==> config.mk <==
export PLATFORM = sky130hd
export DESIGN_NAME = adcps_top
export DESIGN_NICKNAME = d
export VERILOG_FILES = /design/src/adcps_pkg.sv /design/src/adcps_prescaler.sv /design/src/adcps_top.sv
export SDC_FILE = /design/constraint.sdc
export NUM_CORES = 1
export LEC_CHECK = 0
export BUFFER_PORTS_ARGS = -buffer_cell sky130_fd_sc_hd__buf_2
export CAP_MARGIN = 25
export CELL_PAD_IN_SITES_DETAIL_PLACEMENT = 0
export CELL_PAD_IN_SITES_GLOBAL_PLACEMENT = 1
export CORE_MARGIN = 4
export CORE_UTILIZATION = 39
export DETAILED_ROUTE_END_ITERATION = 10
export PLACE_DENSITY_LB_ADDON = 0.1
export SLEW_MARGIN = 20
export SYNTH_ARGS = -nofsm -noshare
export SYNTH_HDL_FRONTEND = slang
export SYNTH_HIERARCHICAL = 1
export SYNTH_SLANG_ARGS = --single-unit
==> constraint.sdc <==
create_clock -name clk -period 2.7 [get_ports clk]
set_clock_uncertainty 0.2 [all_clocks]
set_input_delay 0.405 -clock clk [delete_from_list [all_inputs] [get_ports clk]]
set_output_delay 0.405 -clock clk [all_outputs]
set_load 0.005 [all_outputs]
==> src/adcps_pkg.sv <==
// Package for the converter priority, monitor and sequencer block
package adcps_pkg;
  localparam int RES_W = 10;
  localparam int CH_W = 4;
  localparam int PAIR_W = 3;
  localparam int NPAIR = 8;
  // Conversion clock periods per single conversion
  localparam int CONV_TICKS = 2;
  // Full conversion clock periods of sync after the aligning tick
  localparam int FIRST_TICKS = 2;
  // Prescaler tap codes
  localparam logic [2:0] TAP_DIV1 = 3'h0;
  localparam logic [2:0] TAP_DIV2 = 3'h1;
  localparam logic [2:0] TAP_DIV4 = 3'h2;
  localparam logic [2:0] TAP_DIV8 = 3'h3;
  localparam logic [2:0] TAP_DIV16 = 3'h4;
  localparam logic [1:0] ITM_EVERY1 = 2'h0;
  localparam logic [1:0] ITM_EVERY4 = 2'h1;
  localparam logic [1:0] ITM_EVERY8 = 2'h2;
  localparam logic [2:0] LAST_PAIR4 = 3'h3;
  localparam logic [2:0] LAST_PAIR8 = 3'h7;
  localparam int TRIG_W = 4;
  // Conversion result with its destination pair
  typedef struct packed {
    logic [PAIR_W-1:0] pair;
    logic [RES_W-1:0]  data;
  } adcps_store_s;
endpackage : adcps_pkg

==> src/adcps_prescaler.sv <==
// Prescaler producing the conversion clock enable pulse
`timescale 1ns/1ns
`default_nettype none
module adcps_prescaler (
  input  wire logic       clk,
  input  wire logic       reset,
  input  wire logic [2:0] tap_sel,
  output logic            tick
);
  import adcps_pkg::*;
  logic [3:0] cnt_reg;
  logic       hit;
  // Selected tap fires when its low counter bits are all ones
  assign hit = (tap_sel == TAP_DIV1) ? 1'b1 :
               (tap_sel == TAP_DIV2) ? (cnt_reg[0] == 1'b1) :
               (tap_sel == TAP_DIV4) ? (cnt_reg[1:0] == 2'h3) :
               (tap_sel == TAP_DIV8) ? (cnt_reg[2:0] == 3'h7) :
               (cnt_reg == 4'hF);
  // Free running divider
  always_ff @(posedge clk) begin
    if (reset) begin
      cnt_reg <= 4'h0;
      tick    <= 1'b0;
    end else begin
      cnt_reg <= cnt_reg + 4'h1;
      tick    <= hit; // RQ10
    end
  end
endmodule : adcps_prescaler
`default_nettype wire

==> src/adcps_top.sv <==
// Priority conversion, compare monitor and result placement sequencer
// Overview of operation
// [RQ1] Priority start by software bit or trigger
// [RQ2] Finish current normal conversion, then priority
// [RQ3] Priority result to own pair, interrupt
// [RQ4] Resume normal with next step afterwards
// [RQ5] Ignore priority triggers while priority busy
// [RQ6] Monitor interrupt on compare condition match
// [RQ7] Compare only when monitored pair written
// [RQ8] Monitored pair flags always read set; here set only by a write into the watched pair while the monitor is enabled
// [RQ9] One conversion takes two conversion clocks
// [RQ10] Conversion clock from five prescaler taps
// [RQ11] Software keeps conversion clock under limit
// [RQ12] First result after start needs longer latency
// [RQ13] Fixed repeat stores pairs by timing field
// [RQ14] Other modes store channel modulo eight
// [RQ15] Priority done sets end, clears busy
// [RQ16] Timing field picks interrupt every 1/4/8
// [RQ17] Polarity one means greater than
// [RQ18] Priority pair updated whole before interrupt
`timescale 1ns/1ns
`default_nettype none
module adcps_top #(
  parameter int NCH = 16
) (
  input  wire logic                        clk,
  input  wire logic                        reset,
  input  wire logic [2:0]                  tap_sel,
  input  wire logic                        normal_start,
  input  wire logic                        repeat_mode,
  input  wire logic                        scan_mode,
  input  wire logic [adcps_pkg::CH_W-1:0]  normal_channel,
  input  wire logic [1:0]                  interrupt_timing_field,
  input  wire logic                        priority_start_bit,
  input  wire logic [1:0]                  trigger_select,
  input  wire logic [adcps_pkg::TRIG_W-1:0] hw_trigger,
  input  wire logic [adcps_pkg::CH_W-1:0]  priority_channel_field,
  input  wire logic                        monitor_enable_bit,
  input  wire logic                        monitor_polarity_bit,
  input  wire logic [adcps_pkg::PAIR_W-1:0] monitor_select,
  input  wire logic [adcps_pkg::RES_W-1:0] compare_value,
  input  wire logic                        priority_end_read,
  input  wire logic [adcps_pkg::RES_W-1:0] analog_result,
  output logic                             sample_start,
  output logic [adcps_pkg::CH_W-1:0]       sample_channel,
  output adcps_pkg::adcps_store_s          result_store,
  output logic                             result_store_valid,
  output logic [adcps_pkg::RES_W-1:0]      priority_result_pair,
  output logic                             priority_end_flag,
  output logic                             priority_busy_flag,
  output logic                             normal_busy,
  output logic                             priority_interrupt,
  output logic                             conversion_done_interrupt,
  output logic                             monitor_interrupt,
  output logic                             monitor_flags_set
);
  import adcps_pkg::*;

  typedef enum logic [3:0] {
    ST_IDLE = 4'h1,
    ST_SYNC = 4'h2,
    ST_CONV = 4'h4,
    ST_STORE = 4'h8
  } adcps_state_e;

  adcps_state_e state_reg, state_next;
  logic             tick;
  logic [1:0]       tcnt_reg;
  logic             is_prio_reg;
  logic             prio_pend_reg;
  logic [CH_W-1:0]  ch_reg;
  logic [2:0]       seq_reg;
  logic             run_reg;
  logic             first_reg;
  logic [TRIG_W-1:0] trig_s1_reg, trig_s2_reg, trig_s3_reg;
  logic             hw_edge, prio_req, conv_done, fixed_rep;
  logic [PAIR_W-1:0] store_pair;
  logic [2:0]       last_seq;
  logic             seq_wrap, scan_wrap, cycle_end;
  logic [CH_W-1:0]  next_ch;
  logic             mon_hit;
  logic             conv_enter;

  adcps_prescaler u_presc (
    .clk     (clk),
    .reset   (reset),
    .tap_sel (tap_sel),
    .tick    (tick)
  );

  // Trigger pins pass two flops; third stage is for edge detection only
  always_ff @(posedge clk) begin
    if (reset) begin
      trig_s1_reg <= '0;
      trig_s2_reg <= '0;
      trig_s3_reg <= '0;
    end else begin
      trig_s1_reg <= hw_trigger;
      trig_s2_reg <= trig_s1_reg;
      trig_s3_reg <= trig_s2_reg;
    end
  end

  // Priority request decode
  assign hw_edge  = trig_s2_reg[trigger_select] & ~trig_s3_reg[trigger_select]; // RQ1
  assign prio_req = priority_start_bit | hw_edge; // RQ1
  assign conv_done = (state_reg == ST_CONV) && tick && (tcnt_reg == 2'(CONV_TICKS - 1)); // RQ9
  assign fixed_rep = repeat_mode & ~scan_mode;
  assign last_seq  = (interrupt_timing_field == ITM_EVERY4) ? LAST_PAIR4 :
                     (interrupt_timing_field == ITM_EVERY8) ? LAST_PAIR8 : 3'h0;
  assign seq_wrap  = (seq_reg == last_seq);
  // Placement: sequential in fixed repeat, else channel modulo eight
  assign store_pair = fixed_rep ? seq_reg : ch_reg[PAIR_W-1:0]; // RQ13 RQ14
  assign scan_wrap = (ch_reg == CH_W'(NCH - 1)) || (ch_reg >= normal_channel);
  assign cycle_end = scan_mode ? scan_wrap : (fixed_rep ? seq_wrap : 1'b1); // RQ16
  assign next_ch   = (scan_mode && !scan_wrap) ? ch_reg + 4'h1 : (scan_mode ? '0 : ch_reg);
  // Monitor compare, greater when polarity is one
  assign mon_hit = monitor_polarity_bit ? (analog_result > compare_value)
                                        : (analog_result < compare_value); // RQ17
  // Sample launch on every entry into conversion, with or without sync
  assign conv_enter = (state_next == ST_CONV) && (state_reg != ST_CONV);

  // Next state of the sequencer
  always_comb begin
    state_next = state_reg;
    unique case (state_reg)
      // Only the first normal step and every priority step pay the sync delay
      ST_IDLE: begin
        if (prio_pend_reg || (run_reg && first_reg)) state_next = ST_SYNC; // RQ12
        else if (run_reg) state_next = ST_CONV; // RQ12
      end
      // First tick aligns to the conversion clock, then full periods follow
      ST_SYNC:  if (tick && tcnt_reg == 2'(FIRST_TICKS)) state_next = ST_CONV; // RQ12
      ST_CONV:  if (conv_done) state_next = ST_STORE;
      ST_STORE: state_next = ST_IDLE;
    endcase
  end

  // Sequencer registers; sync and a single conversion are the only stall points
  always_ff @(posedge clk) begin
    if (reset) begin
      state_reg <= ST_IDLE;
      tcnt_reg <= 2'h0;
      is_prio_reg <= 1'b0;
      prio_pend_reg <= 1'b0;
      ch_reg <= '0;
      seq_reg <= 3'h0;
      run_reg <= 1'b0;
      first_reg <= 1'b1;
    end else begin
      state_reg <= state_next;
      if (state_next != state_reg) tcnt_reg <= 2'h0;
      else if (tick) tcnt_reg <= tcnt_reg + 2'h1;
      // Triggers dropped while a priority conversion is pending or running
      if (prio_req && !prio_pend_reg && !is_prio_reg) prio_pend_reg <= 1'b1; // RQ5
      if (normal_start && !run_reg) begin
        run_reg <= 1'b1;
        ch_reg <= scan_mode ? '0 : normal_channel;
        seq_reg <= 3'h0;
      end
      // Only a pending request is consumed; a trigger in this cycle is dropped
      if (state_reg == ST_IDLE && state_next == ST_SYNC && prio_pend_reg) begin
        is_prio_reg <= 1'b1; // RQ2
        prio_pend_reg <= 1'b0;
      end
      if (state_reg == ST_STORE) begin
        if (is_prio_reg) begin
          is_prio_reg <= 1'b0; // RQ4
        end else begin
          // Advance past the stored step so resume continues from there
          ch_reg <= next_ch; // RQ4
          seq_reg <= (fixed_rep && !seq_wrap) ? seq_reg + 3'h1 : 3'h0; // RQ13
          if (cycle_end && !repeat_mode) run_reg <= 1'b0;
        end
      end
      // A fresh run needs sync once; later steps follow back to back
      if (!run_reg) first_reg <= 1'b1; // RQ12
      else if (conv_enter && !is_prio_reg) first_reg <= 1'b0; // RQ12
    end
  end

  // Front end handshake and stores, all outputs registered
  always_ff @(posedge clk) begin
    if (reset) begin
      sample_start <= 1'b0;
      sample_channel <= '0;
      result_store <= '0;
      result_store_valid <= 1'b0;
      priority_result_pair <= '0;
      priority_end_flag <= 1'b0;
      priority_busy_flag <= 1'b0;
      normal_busy <= 1'b0;
      priority_interrupt <= 1'b0;
      conversion_done_interrupt <= 1'b0;
      monitor_interrupt <= 1'b0;
      monitor_flags_set <= 1'b0;
    end else begin
      sample_start <= conv_enter;
      if (conv_enter) sample_channel <= is_prio_reg ? priority_channel_field : ch_reg;
      result_store_valid <= 1'b0;
      priority_interrupt <= 1'b0;
      conversion_done_interrupt <= 1'b0;
      monitor_interrupt <= 1'b0;
      normal_busy <= run_reg;
      priority_busy_flag <= prio_pend_reg | is_prio_reg;
      // End flag: read clears, a completion in the same cycle wins
      if (priority_end_read) priority_end_flag <= 1'b0;
      if (state_reg == ST_STORE && is_prio_reg) begin
        priority_result_pair <= analog_result; // RQ3 RQ18
        priority_interrupt <= 1'b1; // RQ3
        priority_end_flag <= 1'b1; // RQ15
        priority_busy_flag <= 1'b0; // RQ15
      end else if (state_reg == ST_STORE) begin
        result_store <= '{pair: store_pair, data: analog_result}; // RQ2
        result_store_valid <= 1'b1;
        conversion_done_interrupt <= cycle_end; // RQ16
        // Evaluated only on writes into the watched pair
        if (store_pair == monitor_select) begin
          monitor_interrupt <= monitor_enable_bit & mon_hit; // RQ6 RQ7
          monitor_flags_set <= monitor_enable_bit; // RQ8
        end
      end
    end
  end

  a_prio_pair_int: assert property (@(posedge clk) disable iff (reset)
    priority_interrupt |-> priority_end_flag && !priority_busy_flag) // RQ3
    else $error("priority interrupt without end flag");
  a_prio_ignore: assert property (@(posedge clk) disable iff (reset)
    is_prio_reg && prio_req |=> !prio_pend_reg) // RQ5
    else $error("priority trigger accepted while busy");
  a_conv_ticks: assert property (@(posedge clk) disable iff (reset)
    $rose(state_reg == ST_CONV) |-> (state_reg == ST_CONV) [*2]) // RQ9
    else $error("conversion shorter than two clocks");
  a_mon_only_store: assert property (@(posedge clk) disable iff (reset)
    monitor_interrupt |-> $past(state_reg == ST_STORE && !is_prio_reg)) // RQ7
    else $error("monitor fired outside a store");
  a_mon_enable: assert property (@(posedge clk) disable iff (reset)
    monitor_interrupt |-> $past(monitor_enable_bit)) // RQ6
    else $error("monitor fired while disabled");
  a_pair_modulo: assert property (@(posedge clk) disable iff (reset)
    state_reg == ST_STORE && !is_prio_reg && !fixed_rep
    |=> result_store.pair == $past(ch_reg[PAIR_W-1:0])) // RQ14
    else $error("pair is not channel modulo eight");
  a_fixed_pair0: assert property (@(posedge clk) disable iff (reset)
    result_store_valid && $past(fixed_rep)
    && $past(interrupt_timing_field) == ITM_EVERY1 |-> result_store.pair == 3'h0) // RQ13
    else $error("fixed repeat every-one not pair zero");
  a_end_read_clear: assert property (@(posedge clk) disable iff (reset)
    priority_end_read && !(state_reg == ST_STORE && is_prio_reg) |=> !priority_end_flag) // RQ15
    else $error("end flag not cleared by read");
endmodule : adcps_top
`default_nettype wire

# Word-level counts from Yosys, hierarchy flattened
# Index checks and enable logic that the tools add are counted.
dict set report op_classes {
  n_bitwise 11
  reduce_logical 33
  addsub 4
  n_mux 41
  eq_ne 22
  order_cmp 4
}
# cell n
set op_table {}
lappend op_table {{2-to-1 mux 4 bit} 11}
lappend op_table {{2-to-1 mux 3 bit} 7}
lappend op_table {{2-to-1 mux 1 bit} 20}
lappend op_table {{one-hot mux 4 bit (4 select lines)} 1}
lappend op_table {{logical AND 1 bit} 15}
lappend op_table {{== test 4 bit, second input constant} 3}
lappend op_table {{> comparator 10 bit} 1}
lappend op_table {{< comparator 10 bit} 1}
lappend op_table {{adder 4 x 1 -> 4 bit, second input constant} 2}
lappend op_table {{== test 4 x 2 -> 1 bit, second input constant} 2}
lappend op_table {{== test 4 x 3 -> 1 bit, second input constant} 2}
lappend op_table {{OR reduction 2 bit} 4}
lappend op_table {{== test 2 bit, second input constant} 3}
lappend op_table {{== test 3 x 2 -> 1 bit, second input constant} 2}
lappend op_table {{== test 3 bit} 2}
lappend op_table {{logical NOT 1 bit} 6}
lappend op_table {{inverter 1 bit} 6}
lappend op_table {{binary-select mux 1 bit (select 2 bit)} 2}
lappend op_table {{== test 2 x 1 -> 1 bit, second input constant} 2}
lappend op_table {{== test 4 x 1 -> 1 bit, second input constant} 1}
lappend op_table {{greater-or-equal comparator 4 bit} 1}
lappend op_table {{!= test 4 x 3 -> 1 bit, second input constant} 1}
lappend op_table {{!= test 4 bit} 1}
lappend op_table {{!= test 4 bit, second input constant} 1}
lappend op_table {{14 further kinds} 18}
dict set report word_totals {
  input_bits 51
  regBits 70
  output_inout_bits 36
}

# Depth between registers and ports, before layout
# Gate-level depths: netlist (run 1).
dict set report depth {
  word_depth 11
  ltp_mapped 7
  mapped_depth_nobuf 7
}

# Modules after synthesis
# Netlist (run 1), hierarchy kept.
# module cells_per_inst instances area_per_inst_um2
set modules_own_cells {}
lappend modules_own_cells {adcps_top 345 1 3120.5}
lappend modules_own_cells {adcps_prescaler 20 1 203.9}

# Worst setup path before layout (run 1)
# No wires, ideal clock.
dict set report synth_timing {
  path_type {register -> register}
  from {reg ch_reg[0]}
  to {reg ch_reg[0]}
  stages_incl_launch_ff 8
  required_ns 2.414
  path_slack_ns 0.446
  t_arrival_ns 1.968
  synth_period_minus_slack_ns 2.254
  cell_sequence {dfxtp_1 > inv_1 > ha_1 > nand2b_1 > a2111oi_0 > o211ai_1 > mux2_2 > a211oi_1}
}
dict set report synth_via {
  elab_chain_cells 7
  elab_cells_between_ends 11
  cone_classes {1 x add/sub; 1 x order compare; 2 x eq/ne; 4 x mux; 3 x reduce/logical}
}
# element line
set synth_lines {}
lappend synth_lines {{start, declared} adcps_top.sv:71} ;# logic [CH_W-1:0] ch_reg;
lappend synth_lines {{start signal, assigned} adcps_top.sv:158} ;# ch_reg <= scan_mode ? '0 : normal_channel;
lappend synth_lines {{start signal, assigned} adcps_top.sv:171} ;# ch_reg <= next_ch;
lappend synth_lines {{greater-or-equal comparator 4 bit / == test 4 bit (equally long branches)} adcps_top.sv:114} ;# assign scan_wrap = (ch_reg == CH_W'(NCH - 1)) || (ch_reg >= normal_channel);
lappend synth_lines {{logical OR 1 bit} adcps_top.sv:114}
lappend synth_lines {{logical NOT 1 bit} adcps_top.sv:116} ;# assign next_ch = (scan_mode && !scan_wrap) ? ch_reg + 4'h1 : (scan_mode ? '0 : ch_reg);
lappend synth_lines {{logical AND 1 bit} adcps_top.sv:116}
lappend synth_lines {{2-to-1 mux 4 bit} adcps_top.sv:116}
lappend synth_lines {{2-to-1 mux 4 bit} adcps_top.sv:167} ;# if (is_prio_reg) begin
lappend synth_lines {{2-to-1 mux 4 bit} adcps_top.sv:166} ;# if (state_reg == ST_STORE) begin
# Parallel ways exist; a longest one is shown, timed or not.
# A chain may end at the register's enable or synchronous reset.

# Worst setup path in the final report (run 1)
# Same ends and word-level chain as after synthesis.

==> impl_results.md, run 1 <==
- Status: completed
- Critical-path top delay cell: dfxtp_1
- Final setup fails: 0
- CORE AREA: 8260 um^2
- Initial antenna violation count: 0
- Vias/cell: 5.09
- Crit-path cells: inv_1 -> ha_1 -> nand2b_1 -> a2111oi_2 -> o211ai_1 -> mux2_2 -> a211oi_1
- Final Hold Vio Count: 0
- Synth top area cells: dfxtp_1, ha_1, nor2b_1, a21oi_1, nand2_1
- Final antenna-violating net count: 0
- TNS Setup: 0 ns
- Fill count: ~840
- Largest register FFs: 13
- Max-cap violations: 0
- Diodes inserted: 0
- Share of cells above drive strength 1: 0.267
- Fmax achieved: ~420 MHz
- Leak pwr: roughly 1.9 nW
- Initial Util: 0.403
- Top fanout value on the critical path: 6
- Hold slack: 0.0590 ns
- Clock Sinks: 70
- Async SR Flop Fraction: 0
- Row count: 33
- Reg-to-reg startpoint: ch_reg[0]
- Synth-to-Final Area Change: 22.7%
- Final #Nets: 521
- Top FF cell, synth: dfxtp_1
- CTS Buf Count: 9
- Worst endpoint required time: around 2.8 ns
- Most flops, register: result_store
- Startpoint types: flip-flop
- Worst Tran Pin Value: 0.647 ns
- Post-synth net total: 437
- Netlist cell types: 55
- Clk pwr share: 0.421
- Post-synth EDFFs: 0
- CTS H-tree depth: 3
- Pwr/cell area: roughly 570 nW/um^2
- Die area: just over 10000 um^2
- Area leader, netlist: dfxtp_1
- RSZ-0062 raised after global routing: false
- Worst setup path endpoint: ch_reg[0]
- WL per Instance: roughly 14 um
- Fin crit period: 2.40 ns
- Ports: just under 90
- Tcrit/Tclk final: 0.889
- Sw frac: 0.260
- Min-delay worst type: in2reg
- CTS Buffer Depth: 2
- Worst Setup SP: ch_reg[0]
- Gate Count Post-Synth: 365
- Global Route Usage Sum: 0.161
- R2R Path End: ch_reg[0]
- Avg Inst Size Synth: 9.11 um^2
- Yosys warns: 6
- Yosys top cell area share: 0.422
- Drt first pass iters: 4
- DIE WIDTH: 100 um
- Vias in the first global route: 2778
- Max VDD drop: 0.000246 V
- Sequential element share of the synthesized area: 0.422
- Internal Power: 1.71 mW
- Final Wtd Congestion: 0.783
- First-pass GRT wire length: 13100 um
- CTS tree: yes
- Routed vias: 2848
- # port buffers: 86
- GRT Residual Overflow: 0
- Rel. slew slack: 0.568
- Drc violations: 0
- Initial DRC Count: 95
- Seq pwr share: 0.475
- Count leader, synth: dfxtp_1
- Synthesized flop and latch total: 70
- Max incr delay on CP: around 0.44 ns
- Worst reg-to-reg setup slack: 0.30 ns
- CP endpoint kind: flip-flop
- Post-DP HPWL: 5750 um
- Slew Viols, Final: 0
- Critical path data arrival time: about 2.5 ns
- FF-to-FF path depth: 7
- Clock root buffer: clkbuf_8
- DRT Wirelength: 7840 um
- Largest net degree at the start of global routing: 38
- Area of the mapped netlist: 3320 um^2
- Biggest regs: result_store x13, priority_result_pair x10
- Logic pwr share: 0.103
- Psw: 602 uW
- Worst-path clk slew: 0.09 ns
- Top post-synthesis cells by count: dfxtp_1, nand2_1, a21oi_1, nor2_1
- Skew-Pair Late Insertion Delay: 0.34 ns
- CP Class: reg2reg
- Die height: ~100 um
## metal layers
layer  track usage  routed length (um)  share of wire
met5             0                   0              0
met4        0.0632                  93          0.012
met3        0.0500                 506          0.065
met2         0.254                3510           0.45
met1         0.207                3730           0.48
## worst min path at each step
stage / start / to / cells past startpoint
after floorplan: trig_s1_reg[0] / trig_s2_reg[0] / 1
after global placement: trig_s1_reg[1] / trig_s2_reg[1] / 1
after detailed placement: trig_s1_reg[3] / trig_s2_reg[3] / 1
after CTS: hw_trigger[0] / trig_s1_reg[0] / 2
after global routing: hw_trigger[0] / trig_s1_reg[0] / 2
final: hw_trigger[0] / trig_s1_reg[0] / 2
## cell type report
class | instances | area, um^2 | share of cell area
multi-input cells | 253 | 1760 | 0.430
flip-flops and latches | 70 | 1400 | 0.344
repair buffers | 92 | 475 | 0.117
well taps | 105 | 131 | 0.0322
clock buffers | 9 | 124 | 0.0304
clock inverters | 7 | 105 | 0.0258
inverters | 23 | 86.3 | 0.0212
## through the flow
stage               setup WS [ns]   util  cell area, um^2  power (mW)  std cells
floorplan                   0.446      -             3320        1.28        365
global placement            0.228  0.465             3840        1.36        543
detailed placement          0.182  0.465             3840        1.36        543
CTS                         0.161  0.493             4070        2.35        559
global route               0.0931  0.494             4080        2.43        559
finish                      0.300  0.494             4080        2.32        559
## cells by family after synthesis
group                    after synthesis  synth area share
AO/OA/AOI/OAI                         78             0.162
XOR/XNOR                               9            0.0237
adder cells (fa/ha/maj)               21            0.0790
buffers and inverters                 42            0.0538
flip-flops                            70             0.422
multiplexers                          16            0.0504
AND/OR/NAND/NOR                      129             0.210
## power groups by stage
stage                     clock (mW)  combinational [mW]  sequential, mW
after global placement             0               0.236            1.13
after floorplan                    0               0.179            1.10
final                          0.975               0.239            1.10
after detailed placement           0               0.237            1.13
after global routing            1.05               0.271            1.11
after CTS                       1.01               0.240            1.10
## layout by cell type, fill, tap and decap left out, drive strengths merged, types with 10 or more instances in the layout
cell type / synthesis / layout
buf: 9 / 92
a22o: 10 / 10
dfxtp: 70 / 70
nor2: 26 / 26
inv: 23 / 26
ha: 21 / 21
mux2i: 10 / 10
nor2b: 23 / 23
nand2: 29 / 29
nand2b: 11 / 11
a21oi: 26 / 26
## worst max-delay path: cells and delay by family (launching register included)
kind / cells / cell delay, ns
AOI/OAI and AO/OA: 3 / 0.84
DFF: 1 / 0.44
muxes: 1 / 0.32
adders and majority gates: 1 / 0.27
and+or+nand+nor: 1 / 0.15
buffers and inverters: 1 / 0.10
## timing repair
action                                  4_1_cts  5_1_grt
endpoints found under the setup margin        0        3
gates resized for setup                       0        2
hold buffers                                  0        0
setup buffers                                 0        0
Power figures use the tool's default switching activity.
==> run 2: changes to the inputs <==
--- a/config.mk
+++ b/config.mk
@@ -9,6 +9,7 @@
 export CAP_MARGIN = 25
 export CELL_PAD_IN_SITES_DETAIL_PLACEMENT = 0
 export CELL_PAD_IN_SITES_GLOBAL_PLACEMENT = 1
+export CORE_ASPECT_RATIO = 2
 export CORE_MARGIN = 4
 export CORE_UTILIZATION = 39
 export DETAILED_ROUTE_END_ITERATION = 10
==> impl_results.md, run 2 (synthesized netlist as in run 1, its figures left out) <==
- Status: completed
- Post-DP HPWL: 6420 um (+12%)
- Max VDD drop: 0.000552 V (+120%)
- Sw frac: 0.229 (-0.0311)
- DRT Wirelength: 8340 um (+6.4%)
- First-pass GRT wire length: 13800 um (+5.9%)
- Max incr delay on CP: 0.41 ns (-0.03 ns)
- Worst Tran Pin Value: 0.526 ns (-0.122 ns)
- Layout Cells excl Fill: 555 (-0.72%)
- DIE WIDTH: 73.3 um (-27%)
- Seq pwr share: 0.403 (-0.072)
- Pwr/cell area: 642 nW/um^2 (+13%)
- Synth-to-Final Area Change: 27.1%
- Tcrit/Tclk final: 0.874 (-0.0148)
- CP Class: reg2reg
- Critical path data arrival time: 2.41 ns (-0.06 ns)
- Top delay family on crit path: compound AO/OA/AOI/OAI gates
- Clock Sinks: 70 (unchanged)
- Diodes inserted: 0 (unchanged)
- Top fanout value on the critical path: 6 (unchanged)
- Biggest regs: result_store x13, priority_result_pair x10
- Largest register FFs: 13 (unchanged)
- Row count: 47 (+42%)
- Buf+Inv Stages, Crit Path: 1 (unchanged)
- TNS Setup: 0 ns (unchanged)
- Clock root buffer: clkbuf_16
- Initial Util: 0.401 (-0.00164)
- GRT Residual Overflow: 0 (unchanged)
- Initial antenna violation count: 0 (unchanged)
- Share of cells above drive strength 1: 0.271 (+0.00481)
- Internal Power: 2.09 mW (+22%)
- Post-Place Worst Slack: 0.178 ns (-0.00424 ns)
- Drc violations: 0 (unchanged)
- Fin crit period: 2.36 ns (-0.0400 ns)
- Critical-path top delay cell: dfxtp_1
- Rel. slew slack: 0.649 (+0.0807)
- Vias in the first global route: 2941 (+5.9%)
- CTS Buffer Depth: 2 (unchanged)
- Fill count: 799 (-4.4%)
- Commonest non-fill, non-tap cell in the layout: buf_2
- Leak pwr: 1.92 nW (+3.7%)
- CTS Buf Count: 9 (unchanged)
- Placed cells: 539 (-0.74%)
- Die height: 139 um (+38%)
- Final core occ: 0.509 (+0.0155)
- Final Wtd Congestion: 0.804 (+2.7%)
- Final #Nets: 524 (+0.58%)
- Die area: 10200 um^2 (+0.89%)
- Initial DRC Count: 136 (+43%)
- Final antenna-violating net count: 0 (unchanged)
- Post-CTS Setup Inserts: 0 (unchanged)
- Max-cap violations: 0 (unchanged)
- WL per Instance: 15.0 um (+7.2%)
- Fmax achieved: 424 MHz (+1.7%)
- CTS tree: yes
- Global Route Usage Sum: 0.175 (+0.0139)
- Logic pwr share: 0.096 (-0.007)
- Crit-path cells: inv_1 -> ha_1 -> nand2b_1 -> a2111oi_2 -> o211ai_1 -> mux2_2 -> a211oi_1
- Total power: 2.71 mW (+17%)
- Startpoint types: flip-flop
- RSZ-0062 raised after global routing: false
- PnR worst setup slack: 0.340 ns (+0.0400 ns)
- Largest net degree at the start of global routing: 41 (+7.9%)
- Clk pwr share: 0.501 (+0.080)
- Most flops, register: result_store
- Commonest non-fill, non-tap cells in the layout: buf_2, dfxtp_1, nand2_1
- Worst-path clk slew: 0.06 ns (-0.03 ns)
- Drt first pass iters: 4 (unchanged)
- Post-placement cell area: 3870 um^2 (+0.68%)
- Skew-Pair Late Insertion Delay: 0.33 ns (about the same)
- Hold slack: 0.0812 ns (+0.0223 ns)
- Slew Viols, Final: 0 (unchanged)
- Min-delay worst type: in2reg
- Ports: 87 (unchanged)
- Worst endpoint required time: 2.75 ns (-0.02 ns)
- Psw: 621 uW (+3.2%)
- CORE AREA: 8290 um^2 (+0.41%)
- Vias/cell: 5.15 (+1.1%)
- Final setup fails: 0 (unchanged)
- Final instance area: 4220 um^2 (+3.6%)
- # port buffers: 86 (unchanged)
- Final Hold Vio Count: 0 (unchanged)
- CTS H-tree depth: 3 (unchanged)
- CP endpoint kind: flip-flop
- Routed vias: 2858 (+0.35%)
## run 2: power groups by stage
stage / Clock (mW) / Sequential (mW) / Combinational (mW)
2_1_floorplan: 0 / 1.10 / 0.179
3_3_place_gp: 0 / 1.12 / 0.258
3_5_place_dp: 0 / 1.12 / 0.260
4_1_cts: 1.39 / 1.09 / 0.262
5_1_grt: 1.43 / 1.10 / 0.297
6_report: 1.36 / 1.09 / 0.261
## run 2: final cells by class
class                      count  area, um^2  area share
multi-input combinational    253        1760       0.416
sequential                    70        1400       0.332
timing repair buffer          95         510       0.121
clock buffer                   9         225      0.0533
clock inverter                 7         123      0.0290
tap                           98         123      0.0290
inverter                      23        86.3      0.0204
## run 2: final timing paths
kind	from	end	slack, ns	depth (start not counted)
max	ch_reg[0]	ch_reg[0]	0.34	7
min	hw_trigger[1]	trig_s1_reg[1]	0.08	2
max reg2reg	ch_reg[0]	ch_reg[0]	0.34	7
min reg2reg	trig_s1_reg[2]	trig_s2_reg[2]	0.24	1
## run 2: worst reg2reg max path: stages, from the launching register on
cell and delay (ns):
dfxtp_1 0.41, inv_1 0.11, ha_1 0.27, nand2b_1 0.15, a2111oi_2 0.38, o211ai_1 0.23, mux2_2 0.31, a211oi_1 0.22
## run 2: routing by layer
metal,GRT usage,wire [um]
met5,0,0
met4,0.0691,173
met3,0.0493,434
met2,0.324,4590
met1,0.176,3150
## run 2: what timing repair did
item | in CTS | in global routing
hold buffers | 0 | 0
setup endpoints to repair | 0 | 2
hold endpoints to repair | 0 | 0
gates resized for setup | 0 | 2
==> run 3: changes to the inputs <==
--- a/config.mk
+++ b/config.mk
@@ -11,7 +11,7 @@
 export CELL_PAD_IN_SITES_GLOBAL_PLACEMENT = 1
 export CORE_ASPECT_RATIO = 2
 export CORE_MARGIN = 4
-export CORE_UTILIZATION = 39
+export CORE_UTILIZATION = 42
 export DETAILED_ROUTE_END_ITERATION = 10
 export PLACE_DENSITY_LB_ADDON = 0.1
 export SLEW_MARGIN = 20
==> constraint.sdc (replaced) <==
create_clock -name clk -period 3 [get_ports clk]
set_clock_uncertainty 0.2 [all_clocks]
set_input_delay 0.45 -clock clk [delete_from_list [all_inputs] [get_ports clk]]
set_output_delay 0.45 -clock clk [all_outputs]
set_load 0.005 [all_outputs]
==> impl_results.md, run 3 (synthesized netlist as in run 1, its figures left out) <==
- Drt first pass iters: 5 (+1)
- Largest register FFs: 13 (unchanged)
- GRT Residual Overflow: 0 (unchanged)
- Post-Place Worst Slack: 0.418 ns (+0.240 ns)
- CTS Buf Count: 9 (unchanged)
- CP Class: reg2reg
- Startpoint types: flip-flop
- Vias in the first global route: 2922 (-0.65%)
- Vias/cell: 5.22 (+1.4%)
- # port buffers: 86 (unchanged)
- Status: completed
- Clock root buffer: clkbuf_16
- Top fanout value on the critical path: 6 (unchanged)
- Post-cts gate resize count: 0 (unchanged)
- Fin crit period: 2.53 ns (+0.167 ns)
- Biggest regs: result_store x13, priority_result_pair x10
- Global Route Usage Sum: 0.181 (+0.00523)
- WL per Instance: 15.0 um (-0.11%)
- Worst endpoint required time: 3.05 ns (+0.30 ns)
- Final #Nets: 521 (-0.57%)
- CORE AREA: 7660 um^2 (-7.7%)
- Synth-to-Final Area Change: 23.9%
- Drc violations: 0 (unchanged)
- CP endpoint kind: flip-flop
- Critical-path top delay cell: a2111oi_0
- Hold_sp: hw_trigger[1]
- Max incr delay on CP: 0.51 ns (+0.10 ns)
- Clock Sinks: 70 (unchanged)
- Max-cap violations: 0 (unchanged)
- Rel. slew slack: 0.560 (-0.0895)
- Post-CTS Setup Inserts: 0 (unchanged)
- Slew Viols, Final: 0 (unchanged)
- Cts hold-fix bufs: 0 (unchanged)
- Commonest non-fill, non-tap cell in the layout: buf_2
- Worst reg-to-reg setup slack: 0.47 ns (+0.13 ns)
- Worst Hold Depth: 2 (unchanged)
- Worst Setup SP: ch_reg[0]
- Final Hold Vio Count: 0 (unchanged)
- Worst-path clk slew: 0.05 ns (about the same)
- Critical path data arrival time: 2.57 ns (+0.16 ns)
- Tcrit/Tclk final: 0.843 (-0.0316)
- Die area: 9490 um^2 (-6.6%)
- Largest net degree at the start of global routing: 36 (-12%)
- CTS Buffer Depth: 2 (unchanged)
- Leak pwr: 1.88 nW (-2.1%)
- Row count: 45 (-4.3%)
- Skew-Pair Late Insertion Delay: 0.33 ns (about the same)
- DIE WIDTH: 70.9 um (-3.2%)
- Commonest non-fill, non-tap cells in the layout: buf_2, dfxtp_1, nand2_1
- Reg-to-reg startpoint: ch_reg[0]
- Final setup fails: 0 (unchanged)
- DRT Wirelength: 8210 um (-1.5%)
- PnR worst setup slack: 0.472 ns (+0.133 ns)
- Crit-path cells: inv_1 -> ha_1 -> nand2b_1 -> a2111oi_0 -> o211ai_1 -> mux2_2 -> a211oi_1
- Ports: 87 (unchanged)
- Initial antenna violation count: 0 (unchanged)
- Worst Tran Pin Value: 0.661 ns (+0.135 ns)
- Diodes inserted: 0 (unchanged)
- Final Wtd Congestion: 0.821 (+2.1%)
- CTS H-tree depth: 3 (unchanged)
- Min-delay worst type: in2reg
- CTS tree: yes
- Routed vias: 2855 (-0.10%)
- RSZ-0062 raised after global routing: false
- R2R Path End: ch_reg[0]
- Most flops, register: result_store
- Final antenna-violating net count: 0 (unchanged)
- First-pass GRT wire length: 13500 um (-2.6%)
- Die height: 134 um (-3.4%)
- Initial DRC Count: 90 (-34%)
- Post-DP HPWL: 6340 um (-1.3%)
- Share of cells above drive strength 1: 0.260 (-0.0108)
- FF-to-FF path depth: 7 (unchanged)
- Worst Hold Path EP: trig_s1_reg[1]
- Initial Util: 0.434 (+0.0332)
- Max VDD drop: 0.000298 V (-46%)
- Fmax achieved: 396 MHz (-6.6%)
- TNS Setup: 0 ns (unchanged)
- Pwr/cell area: 544 nW/um^2 (-15%)
==> run 3: cell count changes in the layout (fill, tap and decap cells not counted), moves of 2 or more <==
cell	delta
bufinv_16	-2
buf_4	-2
clkinv_4	-2
clkinv_2	+2
==> run 3: final cells by class <==
cell class | instances | area (um^2)
Clock buffer | 11 | 243
Clock inverter | 4 | 47.5
Fill cell | 777 | 3540
Inverter | 23 | 86.3
Multi-Input combinational cell | 253 | 1750
Sequential cell | 70 | 1400
Tap cell | 94 | 118
Timing Repair Buffer | 92 | 475
==> run 3: worst max-delay path: cells and delay by family, from the launching register on <==
kind	cells	cell delay [ns]
compound gates	3	1.01
flops	1	0.42
mux	1	0.33
fa+ha+maj	1	0.27
simple gates	1	0.14
buf+inv	1	0.09
==> run 3: stage by stage <==
stage	hold WS, ns	std cells	util	power, mW	area (um^2)
floorplan	0.214	365	-	1.15	3320
global placement	0.223	532	0.500	1.23	3830
detailed placement	0.229	532	0.500	1.23	3830
CTS	0.130	547	0.538	2.27	4120
global route	0.152	547	0.538	2.34	4120
finish	0.140	547	0.538	2.24	4120
==> run 3: metal layers <==
metal / routed length, um / up-vias / global-route usage
met1: 2970 / 1329 / 0.176
met4: 151 / 0 / 0.0816
met2: 4670 / 63 / 0.347
met3: 419 / 12 / 0.0420
li1: - / 1451 / -
met5: 0 / - / 0
==> run 3: where the power goes <==
part / internal, mW / switching (mW) / total (mW)
clock: 0.658 / 0.374 / 1.03
sequential: 0.955 / 0.0375 / 0.993
combinational: 0.106 / 0.110 / 0.216
==> run 3: how the worst max path moves through the flow <==
stage / to / slack [ns] / depth (start not counted)
after detailed placement: ch_reg[0] / 0.42 / 7
final: ch_reg[0] / 0.47 / 7
after global routing: ch_reg[0] / 0.14 / 7
after CTS: ch_reg[0] / 0.44 / 7
after global placement: ch_reg[0] / 0.48 / 7
after floorplan: ch_reg[0] / 0.74 / 6
